$ cat config.mk
export PLATFORM = sky130hd
export DESIGN_NAME = elmr_receiver_flat
export DESIGN_NICKNAME = d
export VERILOG_FILES = /design/src/elmr_pkg.sv /design/src/elmr_link_if.sv /design/src/elmr_receiver.sv /design/src/flat_wrapper.sv
export SDC_FILE = /design/constraint.sdc
export NUM_CORES = 2
export LEC_CHECK = 0
export ABC_AREA = 1
export BUFFER_PORTS_ARGS = -buffer_cell sky130_fd_sc_hd__buf_2
export CAP_MARGIN = 20
export CORE_UTILIZATION = 39
export DETAILED_ROUTE_END_ITERATION = 10
export PLACE_DENSITY = 0.51
export REMOVE_ABC_BUFFERS = 1
export SKIP_LAST_GASP = 1
export SYNTH_ARGS = -nofsm -noshare
export SYNTH_HDL_FRONTEND = slang
export SYNTH_SLANG_ARGS = --single-unit
$ cat constraint.sdc
create_clock -name clk -period 42 [get_ports clk]
set_clock_uncertainty 0.15 [all_clocks]
set_input_delay 12.6 -clock clk [delete_from_list [all_inputs] [get_ports clk]]
set_output_delay 12.6 -clock clk [all_outputs]
set_load 0.01 [all_outputs]
$ cat src/elmr_pkg.sv
package elmr_pkg;

  // ************************************************************
  // Register map (indices; byte address is four times the index)
  // ************************************************************
  localparam logic [8:0] ELMR_IDX_CTL = 9'h018;
  localparam logic [8:0] ELMR_IDX_STAT = 9'h019;
  localparam logic [8:0] ELMR_IDX_BUF_LO = 9'h0de;
  localparam logic [8:0] ELMR_IDX_BUF_HI = 9'h135;
  localparam int ELMR_BUF_DEPTH = 88;

  localparam int CTL_IRQ_FLAG = 0;
  localparam int CTL_IRQ_EN = 1;
  localparam int CTL_RX_EN = 2;
  localparam int CTL_SEL_NR = 3;
  localparam int ADDR_CR_BIT = 1;

  // ************************************************************
  // Frame layout and octet values
  // ************************************************************
  localparam logic [7:0] ELMR_FLAG = 8'h7e;
  localparam logic [7:0] ELMR_ABORT_OCT = 8'hff;
  localparam logic [7:0] ELMR_ADDR_CPE = 8'h3c;
  localparam logic [7:0] ELMR_ADDR_NET = 8'h3e;
  localparam logic [7:0] ELMR_TEI = 8'h01;
  localparam logic [7:0] ELMR_CTRL = 8'h03;
  localparam logic [7:0] TYPE_CL = 8'h38;
  localparam logic [7:0] TYPE_IDLE = 8'h34;
  localparam logic [7:0] TYPE_TEST = 8'h32;
  localparam logic [7:0] TYPE_ITU = 8'h3f;
  localparam logic [1:0] KIND_TEST = 2'h0;
  localparam logic [1:0] KIND_IDLE = 2'h1;
  localparam logic [1:0] KIND_CL = 2'h2;
  localparam logic [1:0] KIND_ITU = 2'h3;
  localparam logic [7:0] INFO_SHORT = 8'h4c;
  localparam logic [7:0] INFO_LONG = 8'h52;
  localparam logic [7:0] HDR_LEN = 8'h03;
  localparam logic [7:0] MIN_OCTETS = 8'h05;
  localparam logic [2:0] STUFF_RUN = 3'h5;
  localparam logic [2:0] FLAG_RUN = 3'h6;
  localparam logic [2:0] ABORT_RUN = 3'h7;
  localparam logic [3:0] OCT_BITS = 4'h8;
  localparam logic [3:0] FLAG_TAIL = 4'h7;
  localparam logic [15:0] CRC_INIT = 16'hffff;
  localparam logic [15:0] CRC_POLY = 16'h1021;

  // ************************************************************
  // Timing: one overhead octet per E3 frame
  // ************************************************************
  localparam int CLK_PERIOD_NS = 50;
  localparam int E3_FRAME_NS = 125000;
  localparam int FRAME_CYC = E3_FRAME_NS / CLK_PERIOD_NS;

  // CRC-16 x16+x12+x5+1, most significant bit of the octet first
  function automatic logic [15:0] elmr_crc_byte(input logic [15:0] crc, input logic [7:0] d);
    logic [15:0] c;
    c = crc;
    for (int i = 7; i >= 0; i--)
    begin
      c = (c[15] ^ d[i]) ? ((c << 1) ^ CRC_POLY) : (c << 1);
    end
    return c;
  endfunction : elmr_crc_byte

  function automatic logic [1:0] elmr_kind(input logic [7:0] code);
    case (code)
      TYPE_IDLE: return KIND_IDLE;
      TYPE_CL: return KIND_CL;
      TYPE_ITU: return KIND_ITU;
      default: return KIND_TEST;
    endcase
  endfunction : elmr_kind

  function automatic logic [7:0] elmr_info_len(input logic [7:0] code);
    return (code == TYPE_ITU) ? INFO_LONG : INFO_SHORT;
  endfunction : elmr_info_len

endpackage : elmr_pkg

$ cat src/elmr_link_if.sv
`timescale 1ns/100ps
// ************************************************************
// Overhead octet link: one GC and one NR octet per E3 frame
// ************************************************************
interface elmr_link_if;
  logic [7:0] gcByte;
  logic [7:0] nrByte;
  logic ohValid;
  modport dev (input gcByte, input nrByte, input ohValid);
  modport far (output gcByte, output nrByte, output ohValid);
endinterface : elmr_link_if

$ cat src/elmr_receiver.sv
`timescale 1ns/100ps
// What this block does
// GC byte when select 0, NR when 1
// Nothing received until enable bit 2 set
// Software selects byte first, then enables
// Hunt selected stream for flag 0x7E
// Flag found sets status bit 0
// Non-flag octet clears status bit 0
// Repeated flags are idle fill
// Non-abort octet after flags starts frame
// Seven or more ones set abort bit 6
// Drop zero following five ones
// Information field stored at 0xDE..0x135
// Frame: flag, header, info, FCS, flag
// First info byte carries type code
// CRC-16 over header and info, compare FCS
// Status bit 2 shows FCS mismatch
// Message stored even when FCS fails
// Software checks bit 2 before trusting
// C/R bit copied to status bit 3
// Message type reported in bits 5:4
// Frame done sets control bit 0, read-clear
// Frame done sets status bit 1
// Interrupt only when flag and enable set
// Reset disables, clears status; re-enable rehunts
module elmr_receiver
  import elmr_pkg::*;
(
  input wire logic clk, // 20 MHz clock
  input wire logic sys_rst, // Asynchronous reset, active high
  elmr_link_if.dev link, // Overhead octets from the framer
  input wire logic [10:0] avs_address, // Byte address
  input wire logic avs_read, // Read request
  input wire logic avs_write, // Write request
  input wire logic [31:0] avs_writedata, // Write data
  output logic [31:0] avs_readdata, // Read data
  output logic avs_waitrequest, // Stall
  output logic msgIrq // Message interrupt request
);

  typedef enum logic {RX_HUNT, RX_FRAME} elmr_rx_e;

  typedef struct packed {
    elmr_rx_e state;
    logic [7:0] sh;
    logic [3:0] shCnt;
    logic [2:0] ones;
    logic [7:0] acc;
    logic [3:0] accCnt;
    logic [7:0] d0;
    logic [7:0] d1;
    logic [7:0] octCnt;
    logic [15:0] crc;
    logic pOrigin;
    logic [1:0] pKind;
    logic selNr;
    logic rxEn;
    logic irqEn;
    logic irqFlag;
    logic abortSeen;
    logic [1:0] kind;
    logic origin;
    logic chkErr;
    logic done;
    logic flagSeen;
    logic ack;
    logic [7:0] rdata;
    logic [ELMR_BUF_DEPTH-1:0][7:0] mem;
  } elmr_rx_s;

  elmr_rx_s st_r;
  elmr_rx_s st_nxt;
  logic req;
  logic [8:0] regIdx;
  logic [8:0] bufIdx;
  logic [7:0] ctlView;
  logic [7:0] statView;

  assign req = avs_read | avs_write;
  assign regIdx = avs_address[10:2];
  assign bufIdx = regIdx - ELMR_IDX_BUF_LO;
  // One wait state: read data is registered in the first cycle
  assign avs_waitrequest = req & ~st_r.ack;
  assign avs_readdata = {24'h000000, st_r.rdata};
  assign msgIrq = st_r.irqFlag & st_r.irqEn;
  assign ctlView = {4'h0, st_r.selNr, st_r.rxEn, st_r.irqEn, st_r.irqFlag};
  assign statView = {1'b0, st_r.abortSeen, st_r.kind, st_r.origin, st_r.chkErr, st_r.done, st_r.flagSeen};

  always_comb
  begin
    logic b;
    logic [7:0] oct;
    logic [7:0] k;
    b = st_r.sh[0];
    oct = {b, st_r.acc[7:1]};
    k = st_r.octCnt - 8'h02;
    st_nxt = st_r;

    // ************************************************************
    // Register bus
    // ************************************************************
    st_nxt.ack = req & ~st_r.ack;
    if (req & ~st_r.ack)
    begin
      if (regIdx == ELMR_IDX_CTL)
        st_nxt.rdata = ctlView;
      else if (regIdx == ELMR_IDX_STAT)
        st_nxt.rdata = statView;
      else if (regIdx >= ELMR_IDX_BUF_LO && regIdx <= ELMR_IDX_BUF_HI)
        st_nxt.rdata = st_r.mem[bufIdx];
      else
        st_nxt.rdata = 8'h00;
    end
    if (req & st_r.ack & avs_write & (regIdx == ELMR_IDX_CTL))
    begin
      st_nxt.selNr = avs_writedata[CTL_SEL_NR];
      st_nxt.rxEn = avs_writedata[CTL_RX_EN];
      st_nxt.irqEn = avs_writedata[CTL_IRQ_EN];
    end
    // Cleared here, before the frame logic, so a new frame's set wins
    // Clear only what the read returned, so a flag set while the read waited is not lost
    if (req & st_r.ack & avs_read & (regIdx == ELMR_IDX_CTL))
      st_nxt.irqFlag = st_r.irqFlag & ~st_r.rdata[CTL_IRQ_FLAG];

    // ************************************************************
    // Bit engine: one received bit per cycle, LSB first
    // ************************************************************
    if (st_r.shCnt != 4'h0)
    begin
      st_nxt.sh = st_r.sh >> 1;
      st_nxt.shCnt = st_r.shCnt - 4'h1;
      if (b)
      begin
        st_nxt.ones = (st_r.ones == ABORT_RUN) ? st_r.ones : st_r.ones + 3'h1;
        if (st_nxt.ones == ABORT_RUN)
        begin
          st_nxt.abortSeen = 1'b1;
          st_nxt.flagSeen = 1'b0;
          st_nxt.state = RX_HUNT;
        end
      end
      else
      begin
        st_nxt.ones = 3'h0;
      end

      if (~b && st_r.ones == FLAG_RUN)
      begin
        st_nxt.flagSeen = 1'b1;
        // Close only on a whole octet count; the flag's first 7 bits sit in acc
        if (st_r.state == RX_FRAME && st_r.octCnt >= MIN_OCTETS && st_r.accCnt == FLAG_TAIL)
        begin
          st_nxt.chkErr = (st_r.crc != {st_r.d1, st_r.d0});
          st_nxt.origin = st_r.pOrigin;
          st_nxt.kind = st_r.pKind;
          st_nxt.done = 1'b1;
          st_nxt.irqFlag = 1'b1;
        end
        // Any flag (re)opens; back-to-back flags just restart an empty frame
        st_nxt.state = RX_FRAME;
        st_nxt.accCnt = 4'h0;
        st_nxt.octCnt = 8'h00;
        st_nxt.crc = CRC_INIT;
      end
      else if (~b && st_r.ones == STUFF_RUN)
      begin
        st_nxt.acc = st_r.acc;
      end
      else if (st_r.state == RX_FRAME && st_nxt.ones != ABORT_RUN)
      begin
        st_nxt.acc = oct;
        st_nxt.accCnt = st_r.accCnt + 4'h1;
        if (st_r.accCnt == OCT_BITS - 4'h1)
        begin
          st_nxt.accCnt = 4'h0;
          st_nxt.flagSeen = 1'b0;
          if (st_r.octCnt == 8'h00)
          begin
            st_nxt.done = 1'b0;
            st_nxt.abortSeen = 1'b0;
          end
          st_nxt.octCnt = (st_r.octCnt == 8'hff) ? st_r.octCnt : st_r.octCnt + 8'h01;
          // Two-octet delay keeps the FCS out of the CRC and the buffer
          st_nxt.d0 = oct;
          st_nxt.d1 = st_r.d0;
          if (st_r.octCnt >= 8'h02)
          begin
            st_nxt.crc = elmr_crc_byte(st_r.crc, st_r.d1);
            if (k == 8'h00)
              st_nxt.pOrigin = st_r.d1[ADDR_CR_BIT];
            if (k == HDR_LEN)
              st_nxt.pKind = elmr_kind(st_r.d1);
            if (k >= HDR_LEN && k < HDR_LEN + 8'(ELMR_BUF_DEPTH))
              st_nxt.mem[k - HDR_LEN] = st_r.d1;
          end
        end
      end
    end

    // ************************************************************
    // Octet intake and enable
    // ************************************************************
    // A new octet replaces any unfinished one; frames are far apart
    if (link.ohValid & st_r.rxEn)
    begin
      st_nxt.sh = st_r.selNr ? link.nrByte : link.gcByte;
      st_nxt.shCnt = OCT_BITS;
    end
    if (~st_r.rxEn)
    begin
      st_nxt.state = RX_HUNT;
      st_nxt.shCnt = 4'h0;
      st_nxt.ones = 3'h0;
    end
  end

  always_ff @(posedge clk or posedge sys_rst)
  begin
    if (sys_rst)
      st_r <= '0;
    else
      st_r <= st_nxt;
  end

endmodule : elmr_receiver

$ cat src/flat_wrapper.sv
// flat-port wrapper written by rule: the top's interface ports become plain ports
module elmr_receiver_flat import elmr_pkg::*;
  (clk, sys_rst, avs_address, avs_read, avs_write, avs_writedata, avs_readdata, avs_waitrequest, msgIrq, link_gcByte, link_nrByte, link_ohValid);
  elmr_link_if link_i ();
  input wire logic clk;
  input wire logic sys_rst;
  input wire logic [10:0] avs_address;
  input wire logic avs_read;
  input wire logic avs_write;
  input wire logic [31:0] avs_writedata;
  output logic [31:0] avs_readdata;
  output logic avs_waitrequest;
  output logic msgIrq;
  input wire logic [$bits(link_i.gcByte)-1:0] link_gcByte;
  input wire logic [$bits(link_i.nrByte)-1:0] link_nrByte;
  input wire logic [$bits(link_i.ohValid)-1:0] link_ohValid;
  assign link_i.gcByte = link_gcByte;
  assign link_i.nrByte = link_nrByte;
  assign link_i.ohValid = link_ohValid;
  elmr_receiver u_core (.clk(clk), .sys_rst(sys_rst), .link(link_i), .avs_address(avs_address), .avs_read(avs_read), .avs_write(avs_write), .avs_writedata(avs_writedata), .avs_readdata(avs_readdata), .avs_waitrequest(avs_waitrequest), .msgIrq(msgIrq));
endmodule
==> results.ini <==
[floorplanning]
die_area_sq_um=104000
rows=117
coreArea_sq_um=102000
dieHeight_um=323
start_util_pct=39.4
die_w_um=323
num_io_pins=98

[yosys]
yosysMostFrequentCell=nand2_1
async_reset_ff_share_pct=100
synth_top_area_share_pct=49.4
yosysSeqAreaShare_pct=49.4
yosysWarnings=0
syn_inst=5397
synth-edff-count=0
synth_top_cell_by_area=dfrtp_1
synth_common_cells=nand2_1, nand3_1, dfrtp_1
synthTopCellsByArea=dfrtp_1, nand2_1, nand3_1, nor2_1, clkbuf_1
syn-cell-area_sq_um=40200
ys_types=44
synth-seq-cells=794
synth_area_per_cell_sq_um=7.46
synthFlopType=dfrtp_1

[clock_tree]
cts_resized=0
h-tree-depth=3
cts_setup_buffers=0
cts_made_buffers=94
cts_hold_buf=0
cts_tree=built
path_clk_slew_ps=60
insertion_delay_ps=660
clk_root_buffer_cell=clkbuf_16
cts.path.max_buffers=3
clock-sinks=794

[sta]
fin_setup_tns_ps=0
setup_slack_ps=16040
timing.slew.headroom_pct=27.1
worstMarginPinSlew_ps=1090
finalCritPeriodShare_pct=61.8
period_minus_slack_ps=25960
setup_viol=0
rsz0062_at_grt=no
max_clock_freq_mhz=38.5
drv_slew=0
hold_violations=0

[final_layout]
finalNetCount=5310
final-seq-area_sq_um=19900
area_growth_pct=10.1
nFillCells=10500
multi_input_area_sq_um=17900
num_antenna_cells=0
drive_gt1_share_pct=7.98

[setup_path]
critical_path_class=input pin to output port
cp-start-kind=input pin
cpPeakStageDelay_ps=270
cp_max_fo=6
required_ps=29250
critical-path-slowest-cell=nor2_1
crit_family=simple AND/OR/NAND/NOR gates
crit_path_end_kind=output port
crit_chain=buf_2 > nor2_1 > nor2_1 > buf_2
path_buf_inv=2
cp.arrival_ps=13210

[global_routing]
grt_pass1_wl_um=215000
globalRouteTotalUtil_pct=26.8
antenna_found_initial=3
first_global_vias=34100
overflow=0
grt_max_degree=115

[power_and_ir_drop]
ir_drop_mv=0.0330
power_per_cell_area_nw_per_um2=40.0
p_total_mw=1.77
p_leak_nw=23.0

[drt]
routed-wl-met3_um=7680
wl_per_cell_um=20.8
ant_nets=0
avgViaCountPerCell=5.35
top_layer_used=met4
num_vias=35700
drc=0
wl_um=139000
m1WireLength_um=65100
drtPass1Iterations=6
drt_iter0_drc=3820
wl_met2_um=62400

[run]
drv_cap=0

[placement]
hpwl_um=78800
gp_congestion=0.845
place_ws_ps=16050
io_buffer_count=42

[worst_hold_path]
hold_path.class=flop to flop

[status]
status=complete, no violations

layout by cell type, fill, tap and decap left out, drive strengths merged, types with 2 or more instances in the layout:
master and instances:
a21oi 81, a22oi 2, a31oi 5, buf 120, bufinv 5, clkbuf 149
clkinv 18, conb 24, dfrtp 794, ha 16, inv 205, nand2 2173
nand3 1007, nand4 54, nor2 334, nor3 17, nor4 2, o2111ai 11
o211ai 32, o21ai 168, o221ai 10, o22ai 2, o32ai 3, or2 28
xnor2 9, xor2 25
per-stage QoR:
stage / instances / hold slack, ps / util (%) / instance area (sq um)
after floorplan: 5013 / 284 / - / 38400
after global placement: 6501 / 295 / 40.3 / 41100
after global routing: 6670 / 332 / 43.4 / 44300
final: 6670 / 312 / 43.4 / 44300
after detailed placement: 6501 / 301 / 40.3 / 41100
after CTS: 6669 / 315 / 43.4 / 44300
metal layers:
layer | global-route usage, % | vias up
met2 | 41.4 | 1025
li1 | - | 17000
met5 | 0 | -
met3 | 3.31 | 203
met1 | 39.6 | 17500
met4 | 7.18 | 0
power breakdown:
group	internal, mW	switching (mW)	leakage [nW]	total, mW
Sequential	0.776	0.00720	11.0	0.783
Combinational	0.0347	0.108	10.4	0.142
Clock	0.510	0.337	1.59	0.847
worst paths after layout:
kind	from	endpoint	slack (ps)	cells past startpoint
setup reg to reg	u_core.st_r[744]	u_core.st_r[51]	37430	13
hold / removal	u_core.st_r[282]	u_core.st_r[282]	310	2
max in group asynchronous	sys_rst	u_core.st_r[221]	26700	5
hold reg to reg	u_core.st_r[282]	u_core.st_r[282]	310	2
setup / recovery	avs_write	avs_waitrequest	16040	4
min in group asynchronous	sys_rst	u_core.st_r[632]	11900	2
registers in the layout, indices dropped and copies added (netlist names):
signal               count
u_core.st_r            782
u_core.ctlView           4
u_core.avs_readdata      8
cell type report:
type,instances,share of cell area (%)
Multi-Input combinational cell,4010,40.4
Clock buffer,148,6.68
Clock inverter,20,0.514
Timing Repair Buffer,121,1.88
Inverter,209,1.81
Tap cell,1368,3.86
Sequential cell,794,44.9
worst min-delay path, cell delays in order (launching register included):
cell and delay (ps):
dfrtp_1 340, nand2_1 50, nand2_1 40
logic make-up after synthesis:
logic type	share of synthesized area [%]
buffers and inverters	6.67
AND/OR/NAND/NOR	38.2
XOR/XNOR	0.796
adder cells (fa/ha/maj)	0.498
other	0.00932
flip-flops	49.4
AO/OA/AOI/OAI	4.45
multiplexers	0.0249
Power figures use the tool's default switching activity.
